$ cat src/core/utx_regs.svh
/*
 Register offsets, field positions, reset values and timing counts of the serial transceiver.
 Assumes inclusion by bare name from any design file of the block.
*/
`ifndef UTX_REGS_SVH
`define UTX_REGS_SVH

`define UTX_OFS_STATUS 4'h0
`define UTX_OFS_CONTROL 4'h4
`define UTX_OFS_FORMAT 4'h8
`define UTX_OFS_DATA 4'hc
`define UTX_OFS_BAUD 4'h0
`define UTX_BAUD_WORD 8'h10

`define UTX_ST_RXC 7
`define UTX_ST_TXC 6
`define UTX_ST_UDRE 5

`define UTX_CT_TXCIE 6
`define UTX_CT_UDRIE 5
`define UTX_CT_RXEN 4
`define UTX_CT_TRANSMITTER_ENABLE_BIT 3
`define UTX_CT_TX9 0

`define UTX_FM_SYNC 6
`define UTX_FM_PEN 5
`define UTX_FM_PODD 4
`define UTX_FM_STOP2 3
`define UTX_FM_SIZE_HI 2
`define UTX_FM_SIZE_LO 0

`define UTX_SIZE_9 3'h7
`define UTX_FORMAT_RST 8'h06
`define UTX_BAUD_RST 16'h0081
`define UTX_OVERSAMPLE 4'hf
`define UTX_MID_SAMPLE 4'h7

`endif

$ cat src/core/utx_pkg.sv
/*
 Types shared by the transceiver files.
 Assumes nothing beyond a SystemVerilog compiler.
*/
package utx_pkg;
   typedef enum logic [2:0] {
      UTX_IDLE = 3'b000,
      UTX_START = 3'b001,
      UTX_DATA = 3'b010,
      UTX_PARITY = 3'b011,
      UTX_STOP = 3'b100
   } utx_phase_t;
endpackage

$ cat src/core/utx_tick_if.sv
/*
 Interface carrying the bit-timing enables from the divider to the core.
 Assumes one clock domain.
*/
`timescale 1ns/10ps
interface utx_tick_if;
   logic [15:0] divisor;
   logic tick;
   logic sync_rise;
   logic sync_fall;
   logic sync_mode;
   modport gen (input divisor, input sync_mode, output tick, output sync_rise, output sync_fall);
   modport use_side (output divisor, output sync_mode, input tick, input sync_rise, input sync_fall);
endinterface

$ cat src/core/utx_tick.sv
/*
 Oversample enable divider plus edge detector for the external transfer clock.
 Assumes the transfer clock input is already synchronised by two flip-flops.
*/
`timescale 1ns/10ps
module utx_tick
   import utx_pkg::*;
(
   input wire logic clk,
   input wire logic rst_n,
   input wire logic xck_sync,
   utx_tick_if.gen tk
);
   logic [15:0] count;
   logic xck_last;
   wire wrap = (count == 16'h0000);
   wire [15:0] next_count = wrap ? tk.divisor : count - 16'h0001;

   always_ff @(posedge clk)
   begin
      if (!rst_n)
      begin
         count <= 16'h0000;
         xck_last <= 1'b0;
      end
      else
      begin
         count <= next_count;
         xck_last <= xck_sync;
      end
   end

   assign tk.tick = wrap;
   assign tk.sync_rise = tk.sync_mode & xck_sync & ~xck_last;
   assign tk.sync_fall = tk.sync_mode & ~xck_sync & xck_last;
endmodule

$ cat src/core/utx_core.sv
/*
 Serial transceiver: transmit buffer, flags and interrupt requests, parity, deferred
 transmitter disable with pin release, and receive front end with receive buffer, behind AXI4-Lite.
 Assumes one 20 MHz clock, synchronous active-low reset, and a port mux outside that
 takes the OE outputs as pin-ownership selects.
*/
`timescale 1ns/10ps
`include "utx_regs.svh"

module utx_core
   import utx_pkg::*;
#(
   parameter logic [15:0] BAUD_DIV = `UTX_BAUD_RST
)
(
   input wire logic SYS_CLK,
   input wire logic RST_N,
   input wire logic [3:0] S_AXI_AWADDR,
   input wire logic S_AXI_AWVALID,
   output logic S_AXI_AWREADY,
   input wire logic [31:0] S_AXI_WDATA,
   input wire logic [3:0] S_AXI_WSTRB,
   input wire logic S_AXI_WVALID,
   output logic S_AXI_WREADY,
   output logic [1:0] S_AXI_BRESP,
   output logic S_AXI_BVALID,
   input wire logic S_AXI_BREADY,
   input wire logic [3:0] S_AXI_ARADDR,
   input wire logic S_AXI_ARVALID,
   output logic S_AXI_ARREADY,
   output logic [31:0] S_AXI_RDATA,
   output logic [1:0] S_AXI_RRESP,
   output logic S_AXI_RVALID,
   input wire logic S_AXI_RREADY,
   input wire logic TXC_IRQ_ACK,
   output logic TX_EMPTY_IRQ,
   output logic TX_COMPLETE_IRQ,
   output logic SERIAL_OUT_PIN,
   output logic SERIAL_OUT_OE,
   input wire logic SERIAL_IN_PIN,
   output logic SERIAL_IN_OWNED,
   input wire logic SYNC_CLOCK_PIN
);
   // Control and format registers
   logic [7:0] line_control_reg;
   logic [7:0] frame_format_reg;
   logic [15:0] baud_divisor_reg;
   logic tx_buffer_empty_flag;
   logic tx_complete_flag;
   logic rx_complete_flag;
   logic [8:0] tx_buffer;
   logic [8:0] rx_buffer;

   // Input synchronisers
   logic rx_meta, rx_sync, xck_meta, xck_sync;

   // AXI write side
   logic aw_held, w_held;
   logic [3:0] aw_addr;
   logic [31:0] w_data;
   logic [3:0] w_strb;

   // Transmitter
   utx_phase_t tx_phase;
   logic [8:0] tx_shift;
   logic [3:0] tx_sub;
   logic [3:0] tx_bitn;
   logic tx_par;
   logic tx_stop2;
   logic tx_active;

   // Receiver
   utx_phase_t rx_phase;
   logic [8:0] rx_shift;
   logic [3:0] rx_sub;
   logic [3:0] rx_bitn;

   utx_tick_if tk();

   utx_tick u_tick
   (
      .clk(SYS_CLK),
      .rst_n(RST_N),
      .xck_sync(xck_sync),
      .tk(tk)
   );

   wire sync_mode = frame_format_reg[`UTX_FM_SYNC];
   assign tk.divisor = baud_divisor_reg;
   assign tk.sync_mode = sync_mode;

   wire [2:0] size_code = frame_format_reg[`UTX_FM_SIZE_HI:`UTX_FM_SIZE_LO];
   wire nine_bit = (size_code == `UTX_SIZE_9);
   wire [3:0] data_bits = nine_bit ? 4'h9 : (size_code > 3'h3 ? 4'h8 : 4'h5 + {2'h0, size_code[1:0]});
   wire [8:0] size_mask = ~(9'h1ff << data_bits);

   // Bus decode
   wire do_write = aw_held & w_held & ~S_AXI_BVALID;
   wire do_read = S_AXI_ARVALID & S_AXI_ARREADY;
   wire wr_status = do_write & (aw_addr == `UTX_OFS_STATUS) & w_strb[0];
   wire wr_control = do_write & (aw_addr == `UTX_OFS_CONTROL) & w_strb[0];
   wire wr_format = do_write & (aw_addr == `UTX_OFS_FORMAT) & w_strb[0];
   wire wr_data = do_write & (aw_addr == `UTX_OFS_DATA) & w_strb[0];
   wire wr_baud = do_write & (aw_addr == `UTX_OFS_FORMAT) & (w_strb[3:2] != 2'h0);
   wire rd_data = do_read & (S_AXI_ARADDR == `UTX_OFS_DATA);

   // Bit timing enables
   wire tx_tick = sync_mode ? tk.sync_fall : tk.tick;
   wire tx_bit_end = sync_mode ? tk.sync_fall : (tk.tick & (tx_sub == `UTX_OVERSAMPLE));
   wire rx_sample = sync_mode ? tk.sync_rise : (tk.tick & (rx_sub == `UTX_MID_SAMPLE));
   wire rx_tick = sync_mode ? tk.sync_rise : tk.tick;

   // Transmit path
   wire tx_enable = line_control_reg[`UTX_CT_TRANSMITTER_ENABLE_BIT];
   wire tx_idle = (tx_phase == UTX_IDLE);
   wire tx_last_stop = (tx_phase == UTX_STOP) & tx_bit_end & ~tx_stop2;
   // Buffer held while disabled, so a late enable still sends it
   wire tx_load = ~tx_buffer_empty_flag & tx_active & (tx_idle | tx_last_stop);
   wire tx_done = tx_last_stop & tx_buffer_empty_flag;
   wire tx_still_busy = ~tx_idle | ~tx_buffer_empty_flag;
   wire next_tx_active = tx_enable | (tx_active & tx_still_busy);
   wire [8:0] tx_word = tx_buffer & size_mask;
   wire tx_parity = (^tx_word) ^ frame_format_reg[`UTX_FM_PODD];
   wire tx_line = (tx_phase == UTX_START) ? 1'b0 :
                  (tx_phase == UTX_DATA) ? tx_shift[0] :
                  (tx_phase == UTX_PARITY) ? tx_par : 1'b1;

   // Receive path
   wire rx_enable = line_control_reg[`UTX_CT_RXEN];
   wire rx_in = rx_enable ? rx_sync : 1'b1;
   wire rx_first_stop = (rx_phase == UTX_STOP) & rx_sample;
   wire [8:0] rx_aligned = rx_shift >> (4'h9 - data_bits);

   wire [7:0] status_view = {rx_complete_flag, tx_complete_flag, tx_buffer_empty_flag, 5'h00};
   wire [31:0] read_mux = (S_AXI_ARADDR == `UTX_OFS_STATUS) ? {24'h0, status_view} :
                          (S_AXI_ARADDR == `UTX_OFS_CONTROL) ?
                             {23'h0, rx_buffer[8], line_control_reg[7:1], line_control_reg[0]} :
                          (S_AXI_ARADDR == `UTX_OFS_FORMAT) ? {baud_divisor_reg, 8'h0, frame_format_reg} :
                          {24'h0, rx_buffer[7:0]};

   // Synchronisers
   always_ff @(posedge SYS_CLK)
   begin
      if (!RST_N)
      begin
         rx_meta <= 1'b1;
         rx_sync <= 1'b1;
         xck_meta <= 1'b0;
         xck_sync <= 1'b0;
      end
      else
      begin
         rx_meta <= SERIAL_IN_PIN;
         rx_sync <= rx_meta;
         xck_meta <= SYNC_CLOCK_PIN;
         xck_sync <= xck_meta;
      end
   end

   // AXI write channel capture; address and data in either order
   always_ff @(posedge SYS_CLK)
   begin
      if (!RST_N)
      begin
         aw_held <= 1'b0;
         w_held <= 1'b0;
         aw_addr <= 4'h0;
         w_data <= 32'h0;
         w_strb <= 4'h0;
         S_AXI_BVALID <= 1'b0;
      end
      else
      begin
         if (S_AXI_AWVALID & S_AXI_AWREADY)
         begin
            aw_held <= 1'b1;
            aw_addr <= {S_AXI_AWADDR[3:2], 2'h0};
         end
         if (S_AXI_WVALID & S_AXI_WREADY)
         begin
            w_held <= 1'b1;
            w_data <= S_AXI_WDATA;
            w_strb <= S_AXI_WSTRB;
         end
         if (do_write)
         begin
            aw_held <= 1'b0;
            w_held <= 1'b0;
            S_AXI_BVALID <= 1'b1;
         end
         else if (S_AXI_BREADY)
            S_AXI_BVALID <= 1'b0;
      end
   end

   assign S_AXI_AWREADY = RST_N & ~aw_held & ~S_AXI_BVALID;
   assign S_AXI_WREADY = RST_N & ~w_held & ~S_AXI_BVALID;
   assign S_AXI_BRESP = 2'h0;

   // AXI read channel
   always_ff @(posedge SYS_CLK)
   begin
      if (!RST_N)
      begin
         S_AXI_ARREADY <= 1'b0;
         S_AXI_RVALID <= 1'b0;
         S_AXI_RDATA <= 32'h0;
      end
      else
      begin
         S_AXI_ARREADY <= ~S_AXI_ARREADY & ~S_AXI_RVALID & S_AXI_ARVALID;
         if (do_read)
         begin
            S_AXI_RVALID <= 1'b1;
            S_AXI_RDATA <= read_mux;
         end
         else if (S_AXI_RREADY)
            S_AXI_RVALID <= 1'b0;
      end
   end

   assign S_AXI_RRESP = 2'h0;

   // Registers and flags
   always_ff @(posedge SYS_CLK)
   begin
      if (!RST_N)
      begin
         line_control_reg <= 8'h00;
         frame_format_reg <= `UTX_FORMAT_RST;
         baud_divisor_reg <= BAUD_DIV;
         tx_buffer <= 9'h000;
         tx_buffer_empty_flag <= 1'b1;
         tx_complete_flag <= 1'b0;
      end
      else
      begin
         if (wr_control)
            line_control_reg <= w_data[7:0];
         if (wr_format)
            frame_format_reg <= w_data[7:0];
         if (wr_baud)
            baud_divisor_reg <= w_data[31:16];
         // Ninth bit sampled at the data write, so it must already be set
         if (wr_data)
         begin
            tx_buffer <= {line_control_reg[`UTX_CT_TX9], w_data[7:0]};
            tx_buffer_empty_flag <= 1'b0;
         end
         else if (tx_load)
            tx_buffer_empty_flag <= 1'b1;
         // Status writes ignore the empty flag position
         if (tx_done)
            tx_complete_flag <= 1'b1;
         else if (TXC_IRQ_ACK | (wr_status & w_data[`UTX_ST_TXC]))
            tx_complete_flag <= 1'b0;
      end
   end

   // Transmit shifter; runs only while the transmitter owns the pin
   always_ff @(posedge SYS_CLK)
   begin
      if (!RST_N)
      begin
         tx_phase <= UTX_IDLE;
         tx_shift <= 9'h000;
         tx_sub <= 4'h0;
         tx_bitn <= 4'h0;
         tx_par <= 1'b0;
         tx_stop2 <= 1'b0;
         tx_active <= 1'b0;
      end
      else
      begin
         tx_active <= next_tx_active;
         if (tx_tick & ~tx_idle)
            tx_sub <= tx_sub + 4'h1;
         if (tx_load & tx_active)
         begin
            tx_phase <= UTX_START;
            tx_shift <= tx_word;
            tx_par <= tx_parity;
            tx_bitn <= 4'h0;
            tx_sub <= 4'h0;
         end
         else if (tx_bit_end)
         begin
            unique case (tx_phase)
               UTX_IDLE:
                  tx_sub <= 4'h0;
               UTX_START:
                  tx_phase <= UTX_DATA;
               UTX_DATA:
               begin
                  tx_shift <= tx_shift >> 1;
                  tx_bitn <= tx_bitn + 4'h1;
                  if (tx_bitn == data_bits - 4'h1)
                  begin
                     tx_phase <= frame_format_reg[`UTX_FM_PEN] ? UTX_PARITY : UTX_STOP;
                     tx_stop2 <= frame_format_reg[`UTX_FM_STOP2];
                  end
               end
               UTX_PARITY:
                  tx_phase <= UTX_STOP;
               UTX_STOP:
                  if (tx_stop2)
                     tx_stop2 <= 1'b0;
                  else
                     tx_phase <= UTX_IDLE;
            endcase
         end
      end
   end

   // Receive front end
   always_ff @(posedge SYS_CLK)
   begin
      if (!RST_N)
      begin
         rx_phase <= UTX_IDLE;
         rx_shift <= 9'h000;
         rx_sub <= 4'h0;
         rx_bitn <= 4'h0;
         rx_buffer <= 9'h000;
         rx_complete_flag <= 1'b0;
      end
      else
      begin
         if (rx_tick & (rx_phase != UTX_IDLE))
            rx_sub <= rx_sub + 4'h1;
         if (rx_first_stop)
         begin
            rx_buffer <= rx_aligned & size_mask;
            rx_complete_flag <= 1'b1;
         end
         else if (rd_data | ~rx_enable)
            rx_complete_flag <= 1'b0;
         unique case (rx_phase)
            UTX_IDLE:
               if (~rx_in & rx_enable & rx_tick)
               begin
                  // Sync start sampled on a clock rise already, so data follows
                  rx_phase <= sync_mode ? UTX_DATA : UTX_START;
                  rx_sub <= 4'h1;
                  rx_bitn <= 4'h0;
               end
            UTX_START:
               if (rx_sample)
                  rx_phase <= (rx_in & ~sync_mode) ? UTX_IDLE : UTX_DATA;
            UTX_DATA:
               if (rx_sample)
               begin
                  rx_shift <= {rx_in, rx_shift[8:1]};
                  rx_bitn <= rx_bitn + 4'h1;
                  if (rx_bitn == data_bits - 4'h1)
                     rx_phase <= frame_format_reg[`UTX_FM_PEN] ? UTX_PARITY : UTX_STOP;
               end
            UTX_PARITY:
               if (rx_sample)
                  rx_phase <= UTX_STOP;
            UTX_STOP:
               if (rx_sample)
                  rx_phase <= UTX_IDLE;
            default:
               rx_phase <= UTX_IDLE;
         endcase
      end
   end

   // Pin and request outputs, all registered
   always_ff @(posedge SYS_CLK)
   begin
      if (!RST_N)
      begin
         SERIAL_OUT_PIN <= 1'b1;
         SERIAL_OUT_OE <= 1'b0;
         SERIAL_IN_OWNED <= 1'b0;
         TX_EMPTY_IRQ <= 1'b0;
         TX_COMPLETE_IRQ <= 1'b0;
      end
      else
      begin
         SERIAL_OUT_PIN <= tx_line;
         SERIAL_OUT_OE <= next_tx_active;
         SERIAL_IN_OWNED <= rx_enable;
         TX_EMPTY_IRQ <= line_control_reg[`UTX_CT_UDRIE] & tx_buffer_empty_flag;
         TX_COMPLETE_IRQ <= line_control_reg[`UTX_CT_TXCIE] & tx_complete_flag;
      end
   end
endmodule

$ cat config.mk
export PLATFORM = sky130hd
export DESIGN_NAME = utx_core
export DESIGN_NICKNAME = d
export VERILOG_FILES = /design/src/core/utx_pkg.sv /design/src/core/utx_tick_if.sv /design/src/core/utx_tick.sv /design/src/core/utx_core.sv
export VERILOG_INCLUDE_DIRS = /design/src /design/src/core
export SDC_FILE = /design/constraint.sdc
export NUM_CORES = 1
export LEC_CHECK = 0
export ABC_AREA = 1
export BUFFER_PORTS_ARGS = -buffer_cell sky130_fd_sc_hd__buf_4
export CAP_MARGIN = 25
export CELL_PAD_IN_SITES_DETAIL_PLACEMENT = 0
export CELL_PAD_IN_SITES_GLOBAL_PLACEMENT = 1
export CORE_ASPECT_RATIO = 1.1
export CORE_MARGIN = 2
export CORE_UTILIZATION = 39
export CTS_BUF_LIST = sky130_fd_sc_hd__clkbuf_8
export CTS_CLUSTER_SIZE = 20
export DETAILED_ROUTE_END_ITERATION = 8
export GPL_TIMING_DRIVEN = 1
export PLACE_DENSITY_LB_ADDON = 0.1
export SETUP_SLACK_MARGIN = 0.5
export SYNTH_ARGS = -nofsm -noshare
export SYNTH_HDL_FRONTEND = slang
export SYNTH_HIERARCHICAL = 1
export SYNTH_SLANG_ARGS = --single-unit
export TNS_END_PERCENT = 10
$ cat constraint.sdc
create_clock -name SYS_CLK -period 2.1 [get_ports SYS_CLK]
set_clock_uncertainty 0.1 [all_clocks]
set_input_delay 0.105 -clock SYS_CLK [delete_from_list [all_inputs] [get_ports SYS_CLK]]
set_output_delay 0.105 -clock SYS_CLK [all_outputs]
set_load 0.005 [all_outputs]
# Word-level counts from Yosys, hierarchy flattened

Index checks and enable logic that the tools add are counted.

Input bits: 54
Output and inout port bits: 46
Logic and storage cells: 228
Flip-flop bits (word level): 196

Equality and inequality tests: 29
Bitwise operators: 67
$add $sub $neg: 8
$lt $le $gt $ge: 1
Shift-type cells: 2
Mux-type cells: 53
Reductions and logical operators: 29

Operators with widths:

| operator                                            | count |
|---|---|
| two-way mux 32 bit                                  | 3 |
| AND 1 bit                                           | 43 |
| two-way mux 4 bit                                   | 10 |
| two-way mux 3 bit                                   | 9 |
| two-way mux 9 bit                                   | 3 |
| two-way mux 1 bit                                   | 21 |
| nonzero test 2 bit                                  | 10 |
| AND 9 bit                                           | 2 |
| adder 4 x 1 -> 4 bit (second input constant)        | 4 |
| logical NOT 16 bit                                  | 1 |
| two-way mux 16 bit                                  | 1 |
| subtractor 16 x 1 -> 16 bit (second input constant) | 1 |
| NOT 1 bit                                           | 15 |
| one-hot mux 3 bit (5 select lines)                  | 1 |
| != test 2 bit (second input constant)               | 7 |
| == test 3 x 2 -> 1 bit (second input constant)      | 4 |
| == test 4 bit (second input constant)               | 3 |
| one-hot mux 3 bit (4 select lines)                  | 1 |
| AND reduction 4 bit                                 | 3 |
| == test 3 bit (second input constant)               | 3 |
| NOT 9 bit                                           | 1 |
| parity 9 bit                                        | 1 |
| left shift 9 x 4 -> 9 bit (first input constant)    | 1 |
| right shift 9 x 4 -> 9 bit                          | 1 |
| 26 further kinds                                    | 40 |

# Longest topological paths before layout

Depth after elaboration: 11
Depth in mapped cells: 17
Depth with buffers taken out: 16

# Cells and area by module

Netlist, hierarchy kept.

Modules (own cells, without submodules):

| module   | cells each | instances | area each (µm²) | seq. area each (µm²) |
|---|---|---|---|---|
| utx_core | 997        | 1         | 7272.0          | 3263.1 |
| utx_tick | 184        | 1         | 1148.6          | 340.3 |

# Least setup slack after synthesis

Ideal clock, no wire load.

Path kind: register to register
From: reg frame_format_reg[0]
To: reg tx_stop2
Library setup time: 0.125 ns
Setup slack: -0.179 ns
Data required time: 1.875 ns
Cell stages (with the launch flop): 13
Buffers on the path: 0
Data arrival time: 2.054 ns
Period minus slack after synthesis: 2.279 ns
Path through: dfxtp_1 -> ha_1 -> o21bai_4 -> inv_2 -> ha_1 -> xor2_1 -> nand3_2 -> nor2_2 -> nand3_2 -> nand2_4 -> nand4_1 -> nand2_1 -> nor2_2

Longest elaborated chain between the ends: 7
Elaborated cells on any way between the ends: 9
Classes of those cells: 2 x add/sub; 1 x order compare; 3 x eq/ne; 2 x mux; 1 x reduce/logical

Ends and longest elaborated chain:

| item                                                                                  | line            | source |
|---|---|---|
| start: declaration                                                                    | utx_core.sv:46  | `logic [7:0] frame_format_reg;` |
| start signal: assignment                                                              | utx_core.sv:230 | `` frame_format_reg <= `UTX_FORMAT_RST; `` |
| start signal: assignment                                                              | utx_core.sv:241 | `frame_format_reg <= w_data[7:0];` |
| adder 3 x 2 -> 4 bit / greater-than comparator 3 x 2 -> 1 bit (equally long branches) | utx_core.sv:94  | `wire [3:0] data_bits = nine_bit ? 4'h9 : (size_code > 3'h3 ? 4'h8 : 4'h5 + {2'h0, size_code[1:0]});` |
| two-way mux 4 bit                                                                     | utx_core.sv:94  |  |
| two-way mux 4 bit (*)                                                                 | utx_core.sv:94  |  |
| subtractor 4 x 1 -> 4 bit (*)                                                         | utx_core.sv:297 | `if (tx_bitn == data_bits - 4'h1)` |
| == test 4 bit (*)                                                                     | utx_core.sv:297 |  |
| != test 2 x 1 -> 1 bit (no source line) (*)                                           | n/a             |  |
| AND reduction 4 bit (no source line) (*)                                              | n/a             |  |
| end signal: assignment                                                                | utx_core.sv:300 | `` tx_stop2 <= frame_format_reg[`UTX_FM_STOP2]; `` |
| end: declaration                                                                      | utx_core.sv:69  | `logic tx_stop2;` |

Every way passes the cells marked *; elsewhere a longest branch is shown, timed or not.
A chain may end at the register's enable or synchronous reset.

# Final worst setup path

From: reg frame_format_reg[0]
To: reg tx_par

Longest elaborated chain between the ends: 8
Elaborated cells on any way between the ends: 10
Classes of those cells: 1 x add/sub; 1 x order compare; 1 x eq/ne; 1 x shift; 2 x mux; 3 x bitwise; 1 x reduce/logical

Ends and longest elaborated chain:

| item                                                                                  | line            | source |
|---|---|---|
| adder 3 x 2 -> 4 bit / greater-than comparator 3 x 2 -> 1 bit (equally long branches) | utx_core.sv:94  |  |
| two-way mux 4 bit                                                                     | utx_core.sv:94  |  |
| two-way mux 4 bit (*)                                                                 | utx_core.sv:94  |  |
| left shift 9 x 4 -> 9 bit (*)                                                         | utx_core.sv:95  | `wire [8:0] size_mask = ~(9'h1ff << data_bits);` |
| NOT 9 bit (*)                                                                         | utx_core.sv:95  |  |
| AND 9 bit (*)                                                                         | utx_core.sv:122 | `wire [8:0] tx_word = tx_buffer & size_mask;` |
| parity 9 bit (*)                                                                      | utx_core.sv:123 | `` wire tx_parity = (^tx_word) ^ frame_format_reg[`UTX_FM_PODD]; `` |
| XOR 1 bit (*)                                                                         | utx_core.sv:123 |  |
| end signal: assignment                                                                | utx_core.sv:282 | `tx_par <= tx_parity;` |
| end: declaration                                                                      | utx_core.sv:68  | `logic tx_par;` |

Marked as above.

==> flow_metrics.env <==
export IMPL_startpoint="frame_format_reg[0]$_SDFFE_PN0P_"
export IMPL_finalSetupViolCount=13
export IMPL_die_w_um=144.1
export IMPL_post_dp_cell_area_um2=9908
export IMPL_crit_end="tx_par$_SDFFE_PN0N_"
export IMPL_cts_tree="done"
export IMPL_drc=0
export IMPL_fin_ws_ns=-0.08516
export IMPL_ios=100
export IMPL_antenna_found_initial=0
export IMPL_async_flop_share_pct=0
export IMPL_grt_util_all_layers_pct=21.10
export IMPL_ys_ff_latch=180
export IMPL_pwr_share_seq_pct=42.1
export IMPL_violations="hold timing, setup timing"
export IMPL_intPower_mw=5.741
export IMPL_r2r_cells=16
export IMPL_core_area_um2=21230
export IMPL_r2r_slack_ns=-0.09
export IMPL_finalCritPeriodShare_pct=104.1
export IMPL_grt_pass1_wl_um=37520
export IMPL_synth_cell_type_count=48
export IMPL_cts_buffers_inserted=17
export IMPL_synth_top_family_by_area="simple AND/OR/NAND/NOR gates"
export IMPL_endpoint_kind="register"
export IMPL_fp_dieH_um=158.1
export IMPL_final_cell_mix="nand2_1, dfxtp_1, nor2_1, buf_4, o21ai_0"
export IMPL_cts_path_max_buffers=2
export IMPL_synth_compound_area_share_pct=18.56
export IMPL_critical_path_class="register to register"
export IMPL_vias_per_cell=4.751
export IMPL_final_common_cell="nand2_1"
export IMPL_drt_pass1_iter_count=5
export IMPL_slew_violations=0
export IMPL_synth_top_area_share_pct=42.79
export IMPL_die_area_um2=22780
export IMPL_ant_nets=0
export IMPL_crit_required_ns=2.41
export IMPL_yosys_most_used_dff="dfxtp_1"
export IMPL_root_buffer="clkbuf_8"
export IMPL_final_layout_size_suffix_gt1_share_pct=25.02
export IMPL_initial_core_util_pct=39.66
export IMPL_switching_share_pct=35.82
export IMPL_combinationalPowerShare_pct=29.5
export IMPL_grt_max_degree=129
export IMPL_min_path_type="primary input to register"
export IMPL_peakVddDrop_v=0.0004713
export IMPL_syn_area_um2=8421
export IMPL_fin_crit_ns=2.185
export IMPL_worst_pin_slew_ns=0.5511
export IMPL_n_antenna_cell=0
export IMPL_drt_iter0_drc=387
export IMPL_synthSimpleGateAreaFrac_pct=26.39
export IMPL_slew_headroom_pct=63.26
export IMPL_via_count=7986
export IMPL_switchingPower_mw=3.204
export IMPL_path_max_fanout=5
export IMPL_num_rows=56
export IMPL_synth_area_top_cells="dfxtp_1, nand2_1, o21ai_0"
export IMPL_place_hpwl_um=16840
export IMPL_htree_levels=4
export IMPL_numClockSinks=180
export IMPL_wirelength_um=23180
export IMPL_rsz0062_at_grt="yes"
export IMPL_clock_latency_ns=0.48
export IMPL_hold_depth=3
export IMPL_synth_xor_area_share_pct=1.456
export IMPL_largest_register="S_AXI_RDATA"
export IMPL_nets=1446
export IMPL_max_cap_violations=0
export IMPL_final_core_util_pct=52.68
export IMPL_start_kind="register"
export IMPL_synthMuxAreaShare_pct=0
export IMPL_synth_edf_count=0
export IMPL_leakagePower_nw=4.739
export IMPL_wl_per_cell_um=13.79
export IMPL_port_buffers=77
export IMPL_fillers=2154
export IMPL_ys_seq_area_share_pct=42.79
export IMPL_max_freq_mhz=457.6
export IMPL_syn2layout_area_growth_pct=32.82
export IMPL_r2r_start="frame_format_reg[0]$_SDFFE_PN0P_"
export IMPL_place_gp_congestion=0.8428
export IMPL_status="complete, but fails checks"
export IMPL_avgSynthCellArea_um2=7.130
export IMPL_p_per_area_nw_per_um2=799.8
export IMPL_hold_viol_final=1
export IMPL_largest_reg_flops=25
export IMPL_clkPwrFrac_pct=28.4
export IMPL_r2r_end="tx_par$_SDFFE_PN0N_"
export IMPL_yosys_area_top_type="dfxtp_1"
export IMPL_arrival_ns=2.50
export IMPL_finalSetupTns_ns=-0.5971
export IMPL_grt_pass1_vias=7311
export IMPL_grt_remaining_overflow=0
export IMPL_design_area_um2=11180
export IMPL_yosysWarningCount=6
export IMPL_reg_largest_list="S_AXI_RDATA: 25 flops, w_data: 24 flops"
export IMPL_hold_ws_ns=-0.01608
export IMPL_synth_fa_ha_area_share_pct=2.080
export IMPL_postSynthCellCount=1181
export IMPL_path_clk_slew_ns=0.11
-- metal layers --
metal,wire length [µm],global-route usage (%),vias up,part of all wire (%)
met1,11900,30.10,3588,51
met5,0,0,-,0
met3,861,3.630,14,3.7
met4,200,4.809,0,0.86
met2,10220,33.33,137,44
li1,-,-,4247,-
-- timing repair --
action,CTS,global route
setup buffers,5,1
resized for setup,73,44
endpoints found under the hold margin,46,0
pin swaps,51,36
gates cloned,1,0
endpoints found under the setup margin,116,112
hold buffers,40,0
-- critical path, stage by stage, from the launching register on --
cell and delay [ns]:
dfxtp_4 0.39, ha_4 0.27, nand2_2 0.03, o21bai_4 0.20
ha_4 0.19, ha_4 0.16, inv_4 0.07, nand2_4 0.05
xor2_1 0.14, nand2_1 0.08, nand2_1 0.07, nand2_1 0.04
nand2_1 0.07, inv_1 0.04, nand3_1 0.07, nand2_1 0.05
a21oi_1 0.11
-- kinds of logic after synthesis --
| group | after synthesis |
|---|---|
| buffers and inverters | 173 |
| AND/OR/NAND/NOR | 507 |
| AO/OA/AOI/OAI | 292 |
| adder cells (fa/ha/maj) | 14 |
| other | 1 |
| flip-flops | 180 |
| XOR/XNOR | 14 |
-- stage by stage --
| stage | std cells | total power [mW] | worst slack (ns) |
|---|---|---|---|
| 2_1_floorplan | 1191 | 5.375 | 0.003583 |
| 3_3_place_gp | 1602 | 6.262 | -0.1212 |
| 3_5_place_dp | 1602 | 6.273 | -0.1396 |
| 4_1_cts | 1680 | 9.000 | -0.1199 |
| 5_1_grt | 1681 | 9.529 | -0.2478 |
| 6_report | 1681 | 8.945 | -0.08516 |
-- Yosys cell counts, types with 5 or more instances --
master	instances
o21ai_1	10
nand3_1	53
a21oi_1	96
xor2_1	10
nor2_1	182
nand2_1	200
nor3_1	10
inv_1	112
inv_2	8
dfxtp_1	180
nor2_2	14
o31ai_1	5
nand2_2	10
nand4_1	13
o21ai_0	150
ha_1	14
o211ai_1	10
buf_2	7
clkbuf_1	25
buf_4	12
-- area by class of cell --
cell class / count / area (µm²) / share of cell area, %
Clock inverter: 15 / 211.5 / 1.891
Multi-Input combinational cell: 839 / 4489 / 40.14
Sequential cell: 180 / 3615 / 32.32
Inverter: 123 / 498.0 / 4.452
Timing Repair Buffer: 217 / 1774 / 15.86
Clock buffer: 17 / 234.0 / 2.092
Tap cell: 290 / 362.8 / 3.244
-- power by group through the flow --
stage	sequential [mW]	clock [mW]	combinational [mW]
2_1_floorplan	3.82	0	1.55
3_3_place_gp	3.83	0	2.43
3_5_place_dp	3.83	0	2.44
4_1_cts	3.76	2.64	2.60
5_1_grt	3.79	2.76	2.98
6_report	3.76	2.54	2.64
-- worst min-delay path by stage --
| stage | startpoint | to |
|---|---|---|
| final | RST_N | tx_buffer_empty_flag$_SDFFE_PN1P_ |
| after global routing | RST_N | tx_buffer_empty_flag$_SDFFE_PN1P_ |
| after CTS | RST_N | tx_buffer_empty_flag$_SDFFE_PN1P_ |
| after detailed placement | SYNC_CLOCK_PIN | xck_meta$_SDFF_PN0_ |
| after global placement | SERIAL_IN_PIN | rx_meta$_SDFF_PN1_ |
| after floorplan | SYNC_CLOCK_PIN | xck_meta$_SDFF_PN0_ |
(Power assumes the default switching activity.)
